## src/stre_pkg.sv

```systemverilog
package stre_pkg;
    // ****************************************
    // register offsets
    // ****************************************
    localparam logic [7:0] OFS_TICK = 8'h00;
    localparam logic [7:0] OFS_SUMMARY = 8'h01;
    localparam logic [7:0] OFS_SUPPLY = 8'h02;
    // outside this bank; a read here only clears the flags they hold
    localparam logic [7:0] OFS_MEMTEMP = 8'h03;
    localparam logic [7:0] OFS_LINK = 8'h04;
    // ****************************************
    // summary_status field positions
    // ****************************************
    localparam int SUM_DSP = 7;
    localparam int SUM_LINK = 5;
    localparam int SUM_MEMTEMP = 4;
    localparam int SUM_SUPPLY = 3;
    localparam int SUM_TEST = 2;
    localparam int SUM_RESET = 1;
    localparam int SUM_INIT = 0;
    // ****************************************
    // supply_status field positions
    // ****************************************
    localparam int SUP_LOW = 7;
    localparam int SUP_ANALOG = 3;
    localparam int SUP_DIGITAL = 2;
    localparam int SUP_NVM = 1;
    localparam int SUP_SEAL = 0;
    // ****************************************
    // reset values and timing
    // ****************************************
    localparam logic [7:0] TICK_RESET = 8'h00;
    localparam int PRESCALE_DIV = 1000;
    localparam int TICK_PERIOD_US = 100;
    localparam int CLK_MHZ = 125;
    // clock cycles per tick, the prescaler output is one per this many clocks
    localparam int TICK_CYCLES = TICK_PERIOD_US * CLK_MHZ;
    // supply recovery interval in microseconds, plain default
    localparam int RECOVERY_US = 1000;
    localparam int RECOVERY_CYCLES = RECOVERY_US * CLK_MHZ;
endpackage

```

## src/stre_regs.sv

```systemverilog
`timescale 1ns/10ps
// Summary of operation
// (RULE1) prescaler divides oscillator by 1000, ticks
// (RULE2) tick counter eight bits, wraps, resets zero
// (RULE3) all status registers read-only, both interfaces
// (RULE4) summary bit7 ORs the DSP faults
// (RULE5) summary bit5 mirrors link fault flag
// (RULE6) summary bit4 ORs memory and temperature faults
// (RULE7) summary bit3 ORs supply faults
// (RULE8) summary bit2 shows test mode state
// (RULE9) reset flag set by reset, read clears
// (RULE10) init flag clears at first data valid
// (RULE11) supply bit7 flags undervoltage
// (RULE12) supply bit3 flags analog regulator fault
// (RULE13) supply bit2 flags digital regulator fault
// (RULE14) supply bit1 flags memory regulator fault
// (RULE15) supply bit0 flags edge seal break
// (RULE16) one recovery timer reloads on any fault
// (RULE17) clearing depends on report disable setting
// (RULE18) host ignores supply flags during reset
// (RULE19) link mismatch flag, cleared by read
// (RULE20) memory flags clear on read; write-active live
// (RULE21) supply bits clear after expiry and read
module stre_regs #(
    parameter int RECOVERY_CYCLES = stre_pkg::RECOVERY_CYCLES
) (
    input wire logic clk,
    input wire logic nrst,
    // host read port, shared by both serial interfaces
    input wire logic rd_strobe,
    input wire logic [7:0] rd_addr,
    output logic [7:0] rd_data,
    output logic rd_valid,
    // status field sent in a data transmission
    input wire logic tx_status_sent,
    input wire logic tx_spi,
    // block-level inputs from the device
    input wire logic selftest_unfinished,
    input wire logic common_mode_fault,
    input wire logic selftest_fault,
    input wire logic link_mismatch,
    input wire logic factory_mem_fault,
    input wire logic user_mem_fault,
    input wire logic user_reg_check_fault,
    input wire logic user_mem_write_active,
    input wire logic temperature_range_fault,
    input wire logic test_mode_enter,
    input wire logic test_mode_exit,
    input wire logic data_valid,
    input wire logic power_fault_report_disable,
    // analog monitor pins, asynchronous
    input wire logic supply_low_fault,
    input wire logic analog_regulator_fault,
    input wire logic digital_regulator_fault,
    input wire logic nvm_regulator_fault,
    input wire logic edge_seal_fault,
    output logic [7:0] summary_status,
    output logic [7:0] supply_status
);
    // ****************************************
    // synchronised supply monitors
    // ****************************************
    logic [4:0] mon; // {low, analog, digital, nvm, seal}
    logic [7:0] tick;
    stre_sync #(.WIDTH(5)) u_sync (
        .clk(clk),
        .nrst(nrst),
        .async_in({supply_low_fault, analog_regulator_fault, digital_regulator_fault,
                   nvm_regulator_fault, edge_seal_fault}),
        .sync_out(mon)
    );
    stre_tick u_tick (
        .clk(clk),
        .nrst(nrst),
        .tick(tick)
    );

    // ****************************************
    // decode
    // ****************************************
    wire rd_sum = rd_strobe && (rd_addr == stre_pkg::OFS_SUMMARY);
    wire rd_sup = rd_strobe && (rd_addr == stre_pkg::OFS_SUPPLY);
    wire rd_tick = rd_strobe && (rd_addr == stre_pkg::OFS_TICK);
    wire any_mon = |mon;
    // transmission clears flags it carried
    wire tx_clear = tx_status_sent;

    // sticky flags
    logic reset_occurred_flag;
    logic init_pending_flag;
    logic test_state_flag;
    logic link_fault;
    logic [3:0] memtemp_sticky; // {factory, user, regcheck, temperature}
    logic [4:0] supply_sticky;
    logic [$clog2(RECOVERY_CYCLES+1)-1:0] rcv_cnt;

    // ****************************************
    // reset and init flags
    // ****************************************
    // (RULE9) set by reset, read or transmission clears
    wire next_reset_flag = reset_occurred_flag && !(rd_sum || tx_clear);
    // (RULE10) clears when data first valid
    wire next_init_flag = init_pending_flag && !data_valid;
    // (RULE8) only test mode operation changes it
    wire next_test_flag = test_mode_enter ? 1'b1 : (test_mode_exit ? 1'b0 : test_state_flag);

    // reset and init flags set on reset, test flag cleared; reset is asynchronous
    always_ff @(posedge clk or negedge nrst) begin
        if (!nrst) begin
            reset_occurred_flag <= 1'b1;
            init_pending_flag <= 1'b1;
            test_state_flag <= 1'b0;
        end else begin
            reset_occurred_flag <= next_reset_flag;
            init_pending_flag <= next_init_flag;
            test_state_flag <= next_test_flag;
        end
    end

    // ****************************************
    // link and memory flags
    // ****************************************
    // (RULE19) set wins over read clear
    wire link_clr = (rd_strobe && (rd_addr == stre_pkg::OFS_LINK)) || (tx_clear && tx_spi);
    wire next_link = link_mismatch || (link_fault && !link_clr);
    // (RULE20) memory register read or transmission clears
    wire mem_clr = (rd_strobe && (rd_addr == stre_pkg::OFS_MEMTEMP)) || tx_clear;
    wire [3:0] mem_set = {factory_mem_fault, user_mem_fault, user_reg_check_fault,
                          temperature_range_fault};
    wire [3:0] next_memtemp = mem_set | (memtemp_sticky & {4{!mem_clr}});

    // sticky link and memory faults
    always_ff @(posedge clk or negedge nrst) begin
        if (!nrst) begin
            link_fault <= 1'b0;
            memtemp_sticky <= 4'h0;
        end else begin
            link_fault <= next_link;
            memtemp_sticky <= next_memtemp;
        end
    end

    // ****************************************
    // supply recovery timer
    // ****************************************
    wire rcv_done = (rcv_cnt == '0);
    // (RULE16) reload while any fault present
    wire [$bits(rcv_cnt)-1:0] next_rcv = any_mon ? $bits(rcv_cnt)'(RECOVERY_CYCLES) :
                                         (rcv_done ? rcv_cnt : rcv_cnt - 1'b1);

    // shared countdown for every supply bit
    always_ff @(posedge clk or negedge nrst) begin
        if (!nrst) begin
            rcv_cnt <= '0;
        end else begin
            rcv_cnt <= next_rcv;
        end
    end

    // (RULE21) read after expiry unlocks the clear
    wire sup_clear_ok = rd_sup && rcv_done && !any_mon;
    // (RULE17) disabled reporting follows monitor live
    wire [4:0] next_supply = power_fault_report_disable ? mon :
                             (mon | (supply_sticky & {5{!sup_clear_ok}}));

    // (RULE11) (RULE12) (RULE13) (RULE14) (RULE15) latch monitors
    always_ff @(posedge clk or negedge nrst) begin
        if (!nrst) begin
            supply_sticky <= 5'h00;
        end else begin
            supply_sticky <= next_supply;
        end
    end

    // ****************************************
    // register images
    // ****************************************
    wire [7:0] next_supply_img = {supply_sticky[4], 3'b000, supply_sticky[3:0]};
    wire dsp_any = selftest_unfinished | common_mode_fault | selftest_fault;
    wire mem_any = (|memtemp_sticky) | user_mem_write_active;
    wire [7:0] next_summary_img = {
        dsp_any,                 // (RULE4) DSP OR
        1'b0,
        link_fault,              // (RULE5) link fault
        mem_any,                 // (RULE6) memory OR
        |supply_sticky,          // (RULE7) supply OR
        test_state_flag,
        reset_occurred_flag,
        init_pending_flag
    };
    // (RULE3) read-only mux, unmapped reads zero
    wire [7:0] next_rd_data = rd_tick ? tick :
                              rd_sum ? next_summary_img :
                              rd_sup ? next_supply_img : 8'h00;

    // registered outputs
    always_ff @(posedge clk or negedge nrst) begin
        if (!nrst) begin
            rd_data <= 8'h00;
            rd_valid <= 1'b0;
            summary_status <= 8'h00;
            supply_status <= 8'h00;
        end else begin
            rd_data <= next_rd_data;
            rd_valid <= rd_strobe;
            summary_status <= next_summary_img;
            supply_status <= next_supply_img;
        end
    end
endmodule

```

## src/stre_sync.sv

```systemverilog
`timescale 1ns/10ps
// ****************************************
// three-stage synchroniser with agreement filter
// ****************************************
module stre_sync #(
    parameter int WIDTH = 8
) (
    input wire logic clk,
    input wire logic nrst,
    input wire logic [WIDTH-1:0] async_in,
    output logic [WIDTH-1:0] sync_out
);
    logic [WIDTH-1:0] stage1; // read only by stage2
    logic [WIDTH-1:0] stage2;
    logic [WIDTH-1:0] stage3;
    wire [WIDTH-1:0] agree = ~(stage2 ^ stage3);
    wire [WIDTH-1:0] next_sync_out = (agree & stage3) | (~agree & sync_out);

    // shift chain, output changes only once the last two stages agree
    always_ff @(posedge clk or negedge nrst) begin
        if (!nrst) begin
            stage1 <= '0;
            stage2 <= '0;
            stage3 <= '0;
            sync_out <= '0;
        end else begin
            stage1 <= async_in;
            stage2 <= stage1;
            stage3 <= stage2;
            sync_out <= next_sync_out;
        end
    end
endmodule

```

## src/stre_tick.sv

```systemverilog
`timescale 1ns/10ps
// ****************************************
// prescaler and rolling tick counter
// ****************************************
module stre_tick #(
    parameter int DIV = stre_pkg::PRESCALE_DIV,
    parameter int CYCLES = stre_pkg::TICK_CYCLES
) (
    input wire logic clk,
    input wire logic nrst,
    output logic [7:0] tick
);
    // oscillator edges come from a phase accumulator: DIV pulses per CYCLES clocks,
    // so the tick period is exact even though one pulse is not a whole clock count
    logic [13:0] osc_acc;
    logic [9:0] pre_cnt; // 10-bit prescaler
    wire [14:0] acc_sum = {1'b0, osc_acc} + 15'(DIV);
    wire osc_pulse = (acc_sum >= 15'(CYCLES));
    wire [14:0] acc_wrap = acc_sum - 15'(CYCLES);
    wire [13:0] next_acc = osc_pulse ? acc_wrap[13:0] : acc_sum[13:0];
    wire pre_wrap = osc_pulse && (pre_cnt == 10'(DIV - 1));

    // oscillator phase
    always_ff @(posedge clk or negedge nrst) begin
        if (!nrst) begin
            osc_acc <= 14'h0000;
        end else begin
            osc_acc <= next_acc;
        end
    end

    // (RULE1) divide by thousand
    always_ff @(posedge clk or negedge nrst) begin
        if (!nrst) begin
            pre_cnt <= 10'h000;
        end else if (osc_pulse) begin
            pre_cnt <= pre_wrap ? 10'h000 : pre_cnt + 10'h001;
        end
    end

    // (RULE2) free-running wrap count
    always_ff @(posedge clk or negedge nrst) begin
        if (!nrst) begin
            tick <= stre_pkg::TICK_RESET;
        end else if (pre_wrap) begin
            tick <= tick + 8'h01;
        end
    end
endmodule

```

## config.mk

```make
export PLATFORM = sky130hd
export DESIGN_NAME = stre_regs
export DESIGN_NICKNAME = d
export VERILOG_FILES = /design/src/stre_pkg.sv /design/src/stre_regs.sv /design/src/stre_sync.sv /design/src/stre_tick.sv
export SDC_FILE = /design/constraint.sdc
export NUM_CORES = 1
export LEC_CHECK = 0
export BUFFER_PORTS_ARGS = -buffer_cell sky130_fd_sc_hd__buf_2
export CORE_MARGIN = 2
export CORE_UTILIZATION = 55
export DETAILED_ROUTE_END_ITERATION = 8
export MAX_ROUTING_LAYER = met4
export PLACE_DENSITY_LB_ADDON = 0.2
export SLEW_MARGIN = 20
export SYNTH_ARGS = -nofsm -noshare
export SYNTH_HDL_FRONTEND = slang
export SYNTH_SLANG_ARGS = --single-unit
```

## constraint.sdc

```tcl
create_clock -name clk -period 4.2 [get_ports clk]
set_input_delay 0.42 -clock clk [delete_from_list [all_inputs] [get_ports clk]]
set_output_delay 0.42 -clock clk [all_outputs]
set_load 0.02 [all_outputs]
```

---- Word level (Yosys, flattened, before mapping) ----
Cells that the tools add are included.
word-level totals
  register bits after elaboration ......... 103
  bits in latches ......................... 0
  RAM bits ................................ 0
  bits in read-only memories .............. 0
  input bits .............................. 31
  output and inout port bits .............. 25
  logic and storage cells ................. 81
  memories kept ........................... 0
operators by class
  add/sub/neg operators ................... 5
  $mul .................................... 0
  div/mod/pow operators ................... 0
  magnitude comparators ................... 1
  equal/unequal tests ..................... 6
  shift-type cells ........................ 0
  mux-type cells .......................... 10
  bitwise logic cells ..................... 13
  reduce and logical (&&, ||, !) cells .... 28
operators by type and width
  kind                    count
  $mux 17                 2
  $mux 8                  3
  $logic_not 17->1        1
  $sub 17x1->17 const B   1
  $eq 8x2->1 const B      2
  $add 14x10->15 const B  1
  $and 5x5->5             3
  $ge 15x14->1 const B    1
  $mux 14                 1
  $sub 14x14->14 const B  1
  $logic_and 1x1->1       12
  $add 10x1->10 const B   1
  $eq 10x10->1 const B    1
  $mux 10                 1
  $not 5->5               2
  $or 5x5->5              2
  $reduce_or 5->1         2
  $add 8x1->8 const B     1
  $eq 8x1->1 const B      1
  $eq 8x3->1 const B      1
  $logic_not 8->1         1
  $logic_not 1->1         6
  $mux 5                  1
  $xor 5x5->5             1
  8 further kinds         14

---- Depth between registers and ports, before layout ----
Gate-level depths: netlist of run 1.
  word-level depth ........................ 8
  gate-level depth with buffers ........... 9

---- By module ----
Synthesis of run 1 repeated with hierarchy kept, for this count alone.
unflattened totals
  cell total of the unflattened synthesis .. 422
  area total of the unflattened synthesis .. 4657.0 um^2
modules (own cells, without submodules)
  module     instances  cells each  area each (um^2)  sequential area each (um^2)
  stre_regs  1          203         2250.9            1278.7
  stre_tick  1          194         1849.3            750.7
  stre_sync  1          25          556.8             500.5

---- Worst setup path after synthesis of run 1 ----
OpenSTA, ideal clock, no wires.
  path type ............................... register -> register
  start point ............................. register u_tick.osc_acc[3]
  end point ............................... register u_tick.tick[1]
  data arrival time ....................... 2.488 ns
  setup slack ............................. 1.584 ns
  stages on the path, launching flop included .. 8
  buffers on the path ..................... 0
  clock period less this slack ............ 2.616 ns
  path through ............................ dfrtp_1 ha_1 or4_4 o21ai_2 nand4b_2 nor4_4 nor3_1 mux2_1
between the ends
  word-level cells in the longest chain between the ends .. 3
ends and longest elaborated chain
  element                 RTL line         RTL
  start, declared         stre_tick.sv:15  logic [13:0] osc_acc;
  start signal, assigned  stre_tick.sv:28  osc_acc <= next_acc;
  $add 14x10->15          stre_tick.sv:17  wire [14:0] acc_sum = {1'b0, osc_acc} + 15'(DIV);
  $ge 15x14->1            stre_tick.sv:18  wire osc_pulse = (acc_sum >= 15'(CYCLES));
  $logic_and 1x1->1       stre_tick.sv:21  wire pre_wrap = osc_pulse && (pre_cnt == 10'(DIV - 1));
  end signal, assigned    stre_tick.sv:44  tick <= stre_pkg::TICK_RESET;
  end signal, assigned    stre_tick.sv:46  tick <= tick + 8'h01;
  end, declared           stre_tick.sv:11  output logic [7:0] tick
No other way between the ends.
A chain may end at the register's enable or synchronous reset.

---- Worst setup path in the final report of run 1 ----
  start point ............................. register u_tick.osc_acc[3]
  end point ............................... register u_tick.pre_cnt[6]
between the ends
  word-level cells in the longest chain between the ends .. 4
ends and longest elaborated chain
  element               RTL line         RTL
  $add 14x10->15 *      stre_tick.sv:17
  $ge 15x14->1 *        stre_tick.sv:18
  $logic_and 1x1->1     stre_tick.sv:21
  $mux 10               stre_tick.sv:37  pre_cnt <= pre_wrap ? 10'h000 : pre_cnt + 10'h001;
  end signal, assigned  stre_tick.sv:37
  end, declared         stre_tick.sv:16  logic [9:0] pre_cnt;
Mark *: on every way between the ends. The rest lies on a longest branch, timed or not.

==> summary.md, run 1 <==
| Metric | Value |
|---|---|
| Cts bufs inserted | 9 |
| Setup TNS | 0 ns |
| DR iter-0 viols | 150 |
| NetSw | 0.439 mW |
| Fraction of registers with async set/reset | 1.00 |
| Worst skew pair latency | 0.36 ns |
| Yosys top cell by area | dfrtp_1 |
| Chip width | 96.5 um |
| Critical path cell sequence | ha_1, nor4_1, a21boi_0, xor2_1, nor4_4, buf_4, or2_1, o41ai_1 |
| Clk slew on worst S/H paths | 0.10 ns |
| Reg-to-reg slack, setup | 1.06 ns |
| Fin area | 0.00521 mm^2 |
| Number of global-route vias before repair | 3139 |
| Final hold vios | 0 |
| Register bit total from synthesis | 101 |
| Worst Skew | 0.00844 ns |
| Worst Path Arrival | 3.40 ns |
| Number of max-cap violations | 0 |
| Initial antenna violation count | 0 |
| Initial Util | 0.570 |
| TritonCTS clock tree | yes |
| Top cell type's share of synthesized area | 0.526 |
| RePlAce Congestion | 0.896 |
| PD cells | 328 mW/mm^2 |
| Synth Cell Area | 0.00471 mm^2 |
| RSZ-0062 raised after global routing | no |
| Post-DP HPWL | 6200 um |
| Setup repair bufs after CTS | 0 |
| Outcome | completed |
| CP peak stage delay | 0.54 ns |
| PortBufs | 51 |
| Worst-case clock buffer depth | 2 |
| Antenna Diode Count | 0 |
| Leakage dissipation | 2.37 nW |
| Maximum vdd drop | 0.184 mV |
| Antenna Violating Nets Remaining | 0 |
| Clk pwr share | 0.345 |
| Critical path type | flop to flop |
| Crit path max fanout | 19 |
| Flop pwr share | 0.598 |
| Slew HR | 0.315 |
| Final Setup Violations | 0 |
| Max-slew violations | 0 |
| Mean Syn Cell Area | 10.9 um^2 |
| # hold bufs at CTS | 0 |
| Power Internal | 1.27 mW |
| Share of layout cells above drive strength 1 | 0.184 |
| Cts repair resizes | 0 |
| Top cells by area, synth | dfrtp_1 (53%), xor2_1 (3.5%), nor2_1 (3.0%), xnor2_1 (3.0%), nor3_1 (2.7%) |
| Root buffer cell | clkbuf_8 |
| Most used standard cell by instance count after synthesis | dfrtp_1 |
| Slew @ Worst Pin | 1.02 ns |
| CP Data Required Time | 4.46 ns |
| DR WL/cell | 14.9 um |
| Number of enable flip-flop cells after synthesis | 0 |
| Placed Area | 0.00502 mm^2 |
| Power share of the combinational group | 0.056 |
| Final period util | 0.747 |
| Die height | 96.5 um |
| Startpoint types | flop |
| Most instantiated cells after synthesis | dfrtp_1 (99), nor2_1 (38), nor3_1 (25) |
| Achievable Freq | 0.319 GHz |
| Die area | 0.00932 mm^2 |
| Seq/Total Area, Yosys | 0.537 |
| DRC | 0 |
| Area growth from synthesis to layout | 10.7% |
| Tmin final | 3.14 ns |
| Routed vias/inst | 5.70 |
| Total GRT Usage | 0.212 |
| Core area | 0.00826 mm^2 |
| Worst min path class | input port to asynchronous set/reset pin |
| CTS HTree Levels | 3 |
| Primary FF master, synth | dfrtp_1 |
| Worst r2r path cells | 8 |
| Post-Route WL | 8750 um |
| Net Sw Frac | 0.257 |
| IO Pins | 56 |
| DR pass1 iterations | 4 |
| Setup WS pre-CTS | 1.11 ns |
| Yosys warning count | 0 |
| Worst Setup End Kind | flop |
| Final net count | 518 |
| Syn Inst Count | 430 |
| Post-synthesis cell type count | 61 |
| Worst setup margin | 1.06 ns |
| Clock sink count | 101 |
| Vias post-DR | 3356 |
| GRT overflow | 0 |
| Pin count of the biggest net entering global routing | 71 |
| Critical-path top delay cell | dfrtp_1 |
| Row cnt | 33 |
| Global-route wire length before repair | 14800 um |
==> sequential cells by signal, summed over array words and instances (netlist names), named ones only <==
name and flops:
rd_valid 1, u_sync.stage3 5, u_sync.stage1 5, u_tick.pre_cnt 10
supply_sticky 5, link_fault 1, supply_status 5, rd_data 8
test_state_flag 1, reset_occurred_flag 1, memtemp_sticky 4, summary_status 7
u_tick.osc_acc 12, rcv_cnt 17, u_sync.stage2 5, u_tick.tick 8
init_pending_flag 1
==> power by group through the flow <==
stage | Clock (mW) | Sequential (mW) | Combinational, mW
after floorplan | 0 | 1.05 | 0.0421
after global placement | 0 | 1.04 | 0.0955
after detailed placement | 0 | 1.04 | 0.0980
after CTS | 0.610 | 1.02 | 0.0986
after global routing | 0.655 | 1.03 | 0.111
final | 0.590 | 1.02 | 0.0961
==> path summary, 6_finish.rpt <==
path | startpoint | endpoint
worst min-delay path | nrst | memtemp_sticky[1]
min in group clk | analog_regulator_fault | u_sync.stage1[3]
worst max register to register | u_tick.osc_acc[3] | u_tick.pre_cnt[6]
worst min register to register | u_sync.stage1[0] | u_sync.stage2[0]
max in group asynchronous | nrst | init_pending_flag
worst max-delay path | u_tick.osc_acc[3] | u_tick.pre_cnt[6]
==> layout by cell type (no fill, tap or decap), types with 3 or more instances in the layout <==
cell type | netlist | final
a21oi_1 | 18 | 18
xnor2_1 | 16 | 16
buf_2 | 6 | 50
ha_1 | 8 | 8
clkinv_4 | 0 | 3
maj3_1 | 5 | 5
a21o_1 | 15 | 15
o31ai_1 | 5 | 5
o41ai_1 | 4 | 4
nand3b_1 | 4 | 4
nand2_1 | 19 | 19
a21boi_0 | 3 | 3
inv_8 | 0 | 3
nand4_1 | 7 | 7
or4_4 | 3 | 3
and2_1 | 3 | 3
nor2_1 | 38 | 38
dfrtp_1 | 99 | 99
nor4b_1 | 3 | 3
nand3_1 | 11 | 11
conb_1 | 1 | 4
nor3_1 | 25 | 25
clkbuf_8 | 0 | 9
o21ai_0 | 14 | 14
nand2b_1 | 7 | 7
inv_1 | 11 | 11
buf_4 | 5 | 5
a31oi_1 | 4 | 4
nor4_1 | 7 | 7
and3_1 | 7 | 7
or3_1 | 7 | 7
xor2_1 | 19 | 19
mux2i_1 | 7 | 7
==> critical path, delay by kind of cell, from the launching register on <==
family,cells,cell delay [ns]
AO/OA/AOI/OAI,2,0.55
XOR/XNOR,1,0.39
adder cells (fa/ha/maj),1,0.42
buffers and inverters,1,0.22
flip-flops,1,0.54
AND/OR/NAND/NOR,3,0.91
==> area by class of cell <==
type	instances	area (um^2)
Fill cell	677	3040
Sequential cell	101	2530
Multi-Input combinational cell	301	2030
Timing Repair Buffer	55	288
Tap cell	105	131
Clock buffer	9	124
Clock inverter	7	67.6
Inverter	11	41.3
==> logic make-up (layout without fill, tap and decap cells) <==
logic type | count (synthesis) | after routing | share of synthesized area
compound gates | 80 | 80 | 0.119
xor+xnor | 35 | 35 | 0.0651
fa+ha+maj | 13 | 13 | 0.0319
buf+inv | 31 | 82 | 0.0335
flops | 101 | 101 | 0.537
mux | 9 | 9 | 0.0197
other cells | 1 | 4 | 0.000796
simple gates | 160 | 160 | 0.193
==> through the flow <==
step / utilization / total power, mW / hold slack, ns / std cells
floorplan: - / 1.09 / 0.124 / 433
global placement: 0.608 / 1.14 / 0.333 / 573
detailed placement: 0.608 / 1.14 / 0.336 / 573
CTS: 0.631 / 1.73 / 0.134 / 589
global route: 0.631 / 1.79 / 0.116 / 589
finish: 0.631 / 1.71 / 0.150 / 589
==> layer usage <==
layer  share of wire  GRT usage  vias up  routed length [um]
met2            0.46      0.325       94                4010
li1                -          -     1637                   -
met1            0.48      0.290     1614                4160
met3           0.056     0.0458       11                 490
met4           0.011     0.0599        0                  96
met5               0          -        -                   0
Note: power is estimated with default switching activity, not from simulation.
==> inputs of run 2 (changes only) <==
Clock period 4.2 ns to 3 ns, I/O delays scaled along.
==> summary.md, run 2 (same netlist as run 1, synthesis figures left out) <==
| Metric | Value |
|---|---|
| Worst skew pair latency | 0.36 ns |
| Fin cells | 595 |
| Worst Skew | 0.00648 ns |
| Fin Hold WS | 0.0344 ns |
| Slew @ Worst Pin | 0.720 ns |
| Achievable Freq | 0.364 GHz |
| Row cnt | 33 |
| DR iter-0 viols | 156 |
| Final hold vios | 0 |
| Final Setup Violations | 0 |
| Final net count | 524 |
| Power Internal | 1.79 mW |
| Number of max-cap violations | 0 |
| Worst min path class | input port to flop |
| Crit path max fanout | 9 |
| Maximum vdd drop | 0.264 mV |
| Worst setup margin | 0.250 ns |
| Worst-case clock buffer depth | 2 |
| Slew HR | 0.520 |
| Power share of the combinational group | 0.057 |
| Share of layout cells above drive strength 1 | 0.194 |
| Leakage dissipation | 2.40 nW |
| Placed Area | 0.00507 mm^2 |
| NetSw | 0.601 mW |
| Root buffer cell | clkbuf_8 |
| DR WL/cell | 15.1 um |
| Commonest non-fill, non-tap cells in the layout | dfrtp_1 (99), buf_2 (50), nor2_1 (38), nor3_1 (25) |
| Net Sw Frac | 0.251 |
| Startpoint types | flop |
| Clk pwr share | 0.345 |
| Worst Path Arrival | 3.01 ns |
| Multi-input gate area in the final layout | 0.00204 mm^2 |
| Pin count of the biggest net entering global routing | 58 |
| Antenna Diode Count | 0 |
| Core area | 0.00826 mm^2 |
| Initial antenna violation count | 0 |
| Fin area | 0.00528 mm^2 |
| Biggest registers after layout | rcv_cnt x17, u_tick.osc_acc x12, u_tick.pre_cnt x10 |
| RSZ-0062 raised after global routing | no |
| Detail Route met2 WL | 4010 um |
| Inst Count DP | 578 |
| Worst Setup End Kind | flop |
| Flop pwr share | 0.597 |
| GRT overflow | 0 |
| Routed met1 length | 4280 um |
| Global-route wire length before repair | 14700 um |
| Antenna Violating Nets Remaining | 0 |
| Final period util | 0.917 |
| DRC | 0 |
| Max reg flops | 17 |
| Setup WS pre-CTS | 0.253 ns |
| Top sig layer | met4 |
| Outcome | completed |
| Post-DP HPWL | 6210 um |
| Vias post-DR | 3347 |
| Fillcell total | 655 |
| Max-slew violations | 0 |
| RePlAce Congestion | 0.860 |
| Chip width | 96.5 um |
| Clock sink count | 101 |
| Tmin final | 2.75 ns |
| IO Pins | 56 |
| TritonCTS clock tree | yes |
| CTS HTree Levels | 3 |
| PortBufs | 51 |
| Setup TNS | 0 ns |
| DR pass1 iterations | 4 |
| Die area | 0.00932 mm^2 |
| Die height | 96.5 um |
| Final core utilization | 0.639 |
| Most flop-heavy register | rcv_cnt |
| Commonest non-fill, non-tap cell in the layout | dfrtp_1 |
| Number of global-route vias before repair | 3074 |
| CP Data Required Time | 3.25 ns |
| Post-Route WL | 8970 um |
| Setup repair bufs after CTS | 0 |
| Area growth from synthesis to layout | 12.1% |
| WL met3 | 576 um |
| Critical path type | flop to flop |
| Cts bufs inserted | 9 |
| Clk slew on worst S/H paths | 0.10 ns |
| Initial Util | 0.570 |
| PD cells | 454 mW/mm^2 |
| FF+latch area | 0.00253 mm^2 |
| Power Total | 2.40 mW |
| Routed vias/inst | 5.63 |
| Total GRT Usage | 0.213 |
run 2: cell types whose count changed in the layout (fill, tap and decap cells not counted):
cell           delta
buf_12            +1
buf_4             +4
clkbuf_8          +1
dlygate4sd3_1     +1
inv_6             +1
inv_8             -2
nor4_1            -1
nor4_2            +1
run 2: area by class of cell:
type,count,share of cell area
clock buffer,10,0.0261
inverter,11,0.00782
timing repair buffer,61,0.0659
multi-input combinational,301,0.386
tap,105,0.0249
sequential,101,0.479
clock inverter,6,0.0102
run 2: power by group through the flow:
stage / Clock [mW] / Sequential, mW / Combinational, mW
after floorplan: 0 / 1.46 / 0.0589
after global placement: 0 / 1.46 / 0.136
after detailed placement: 0 / 1.46 / 0.139
after CTS: 0.856 / 1.43 / 0.141
after global routing: 0.924 / 1.44 / 0.158
final: 0.827 / 1.43 / 0.138
run 2: worst max-delay path, cell delays in order, from the launching register on:
cell      delay, ns
dfrtp_1        0.50
ha_1           0.28
or4_4          0.55
o21ai_2        0.19
nand4b_2       0.20
nor4_4         0.39
buf_4          0.21
nor3b_1        0.06
mux2_2         0.27
run 2: layer usage:
metal / track usage / vias up
li1: - / 1656
met1: 0.296 / 1587
met2: 0.307 / 94
met3: 0.0528 / 10
met4: 0.0704 / 0
met5: - / -
run 2: path summary, 6_finish.rpt:
| path | start | cells past startpoint | end | slack [ns] |
|---|---|---|---|---|
| worst max register to register | u_tick.osc_acc[4] | 8 | u_tick.pre_cnt[3] | 0.25 |
| max in group asynchronous | nrst | 3 | u_tick.osc_acc[6] | 1.78 |
| min in group asynchronous | nrst | 2 | rd_valid | 0.53 |
| worst min-delay path | analog_regulator_fault | 1 | u_sync.stage1[3] | 0.03 |
| worst max-delay path | u_tick.osc_acc[4] | 8 | u_tick.pre_cnt[3] | 0.25 |
| worst min register to register | u_sync.stage1[4] | 0 | u_sync.stage2[4] | 0.36 |
run 2: what timing repair did:
action | in CTS | in global routing
gates resized for setup | 0 | 1
endpoints found under the setup margin | 0 | 5
hold endpoints to repair | 2 | 0
hold buffers | 1 | 0
==> inputs of run 3 (changes only) <==
--- a/config.mk
+++ b/config.mk
@@ -8,4 +8,6 @@
 export BUFFER_PORTS_ARGS = -buffer_cell sky130_fd_sc_hd__buf_2
+export CELL_PAD_IN_SITES_DETAIL_PLACEMENT = 0
+export CELL_PAD_IN_SITES_GLOBAL_PLACEMENT = 1
 export CORE_MARGIN = 2
-export CORE_UTILIZATION = 55
+export CORE_UTILIZATION = 46
 export DETAILED_ROUTE_END_ITERATION = 8
==> constraint.sdc (replaced) <==
create_clock -name clk -period 2.71 [get_ports clk]
set_input_delay 0.1355 -clock clk [delete_from_list [all_inputs] [get_ports clk]]
set_output_delay 0.1355 -clock clk [all_outputs]
set_load 0.02 [all_outputs]
==> summary.md, run 3 (same netlist as run 1, synthesis figures left out) <==
| Metric | Value |
|---|---|
| Inst Count DP | 616 |
| Worst Skew | 0.00831 ns |
| Number of max-cap violations | 0 |
| Antenna Violating Nets Remaining | 0 |
| DR iter-0 viols | 168 |
| TritonCTS clock tree | yes |
| Critical path type | flop to flop |
| Achievable Freq | 0.397 GHz |
| Core area | 0.00986 mm^2 |
| GR Util met2 | 0.274 |
| Area growth from synthesis to layout | 19.2% |
| Setup WS pre-CTS | 0.142 ns |
| Reg2Reg Launch Point | u_tick.osc_acc[3] |
| Root buffer cell | clkbuf_8 |
| Final hold vios | 0 |
| NetSw | 0.667 mW |
| Vias post-DR | 3499 |
| RePlAce Congestion | 0.828 |
| Power share of the combinational group | 0.064 |
| Hold depth | 3 |
| Clock sink count | 101 |
| IO Pins | 56 |
| Share of layout cells above drive strength 1 | 0.210 |
| Met3 Track Usage GR | 0.0374 |
| Final net count | 553 |
| CP Data Required Time | 2.95 ns |
| Routed vias/inst | 5.37 |
| Fin cells | 652 |
| Worst r2r path cells | 8 |
| Reg-to-reg endpoint | u_tick.pre_cnt[8] |
| Worst Setup End Kind | flop |
| GR Layer Usage met1 | 0.265 |
| Startpoint types | flop |
| Hold path start | test_mode_exit |
| Post-DP HPWL | 6770 um |
| Antenna Diode Count | 0 |
| Flop pwr share | 0.573 |
| Worst Path Arrival | 2.76 ns |
| Final Setup Violations | 0 |
| Clk pwr share | 0.364 |
| Net Sw Frac | 0.241 |
| Post-Route WL | 9620 um |
| Placed Area | 0.00517 mm^2 |
| Row cnt | 36 |
| Power Internal | 2.10 mW |
| Max-slew violations | 0 |
| Final period util | 0.930 |
| Pin count of the biggest net entering global routing | 80 |
| PortBufs | 51 |
| Slew HR | 0.543 |
| Total GRT Usage | 0.187 |
| CTS HTree Levels | 3 |
| Global route hottest layer | met2 |
| Outcome | completed |
| Global-route wire length before repair | 16200 um |
| Die area | 0.0111 mm^2 |
| Reg-to-reg slack, setup | 0.19 ns |
| Biggest registers after layout | rcv_cnt x17, u_tick.osc_acc x12, u_tick.pre_cnt x10 |
| Number of global-route vias before repair | 3350 |
| Max reg flops | 17 |
| Worst min path class | input port to flop |
| Commonest non-fill, non-tap cell in the layout | dfrtp_1 |
| Hold path endpoint | test_state_flag |
| DRC | 0 |
| DR WL/cell | 14.8 um |
| Cts bufs inserted | 9 |
| GRT overflow | 0 |
| Clk slew on worst S/H paths | 0.09 ns |
| Chip width | 105 um |
| Worst-case clock buffer depth | 2 |
| Commonest non-fill, non-tap cells in the layout | dfrtp_1 (98), buf_2 (50), nor2_1 (38), nor3_1 (25), buf_4 (21) |
| Initial antenna violation count | 0 |
| Most flop-heavy register | rcv_cnt |
| Leakage dissipation | 2.54 nW |
| Worst setup margin | 0.190 ns |
| Initial Util | 0.477 |
| Crit path max fanout | 10 |
| Fin area | 0.00561 mm^2 |
| Tmin final | 2.52 ns |
| Die height | 105 um |
| Slew @ Worst Pin | 0.679 ns |
| Maximum vdd drop | 0.236 mV |
| Worst skew pair latency | 0.37 ns |
| PD cells | 493 mW/mm^2 |
| DR pass1 iterations | 4 |
[run 3: critical path, stage by stage (launching register included)]
cell       delay (ns)
dfrtp_1          0.37
ha_1             0.22
buf_4            0.19
nand2b_1         0.06
o32ai_1          0.42
o2bb2ai_1        0.25
nor4_4           0.11
or2_1            0.35
o41ai_1          0.41
[run 3: what timing repair did]
action                     CTS  global route
setup endpoints to repair    0            18
hold buffers                18             0
buffers inserted             0             1
hold endpoints to repair    91             0
resized for setup            0             3
[run 3: power groups by stage]
stage | Combinational (mW) | Clock [mW] | Sequential [mW]
2_1_floorplan | 0.0653 | 0 | 1.62
3_3_place_gp | 0.153 | 0 | 1.61
3_5_place_dp | 0.156 | 0 | 1.62
4_1_cts | 0.176 | 1.05 | 1.59
5_1_grt | 0.197 | 1.12 | 1.59
6_report | 0.176 | 1.01 | 1.58
[run 3: how the worst max path moves through the flow]
| stage | startpoint | endpoint | slack (ns) |
|---|---|---|---|
| final | u_tick.osc_acc[3] | u_tick.pre_cnt[8] | 0.19 |
| after global routing | u_tick.osc_acc[3] | u_tick.pre_cnt[3] | -0.02 |
| after CTS | u_tick.osc_acc[3] | u_tick.pre_cnt[8] | 0.08 |
| after detailed placement | u_tick.osc_acc[3] | u_tick.osc_acc[3] | 0.14 |
| after global placement | u_tick.osc_acc[3] | u_tick.tick[1] | 0.14 |
| after floorplan | u_tick.osc_acc[3] | u_tick.tick[1] | 0.09 |
[run 3: layout make-up]
type                            count  area (um^2)
Inverter                           11         41.3
Fill cell                         841         4250
Tap cell                          133          166
Timing Repair Buffer               90          616
Clock buffer                       10          138
Sequential cell                   101         2530
Multi-Input combinational cell    301         2040
Clock inverter                      6         75.1
[run 3: routing by layer]
metal	vias up	part of all wire
li1	1699	-
met3	6	0.048
met1	1690	0.50
met2	104	0.45
met5	-	0
met4	0	0.0061
[run 3: per-stage QoR]
stage / util / hold WS (ns) / setup TNS (ns) / power [mW]
6_report: 0.569 / 0.0431 / 0 / 2.77
5_1_grt: 0.569 / 0.0457 / -0.0390 / 2.91
4_1_cts: 0.564 / 0.0251 / 0 / 2.82
3_5_place_dp: 0.524 / 0.245 / 0 / 1.77
3_3_place_gp: 0.524 / 0.245 / 0 / 1.77
2_1_floorplan: - / -0.160 / 0 / 1.69
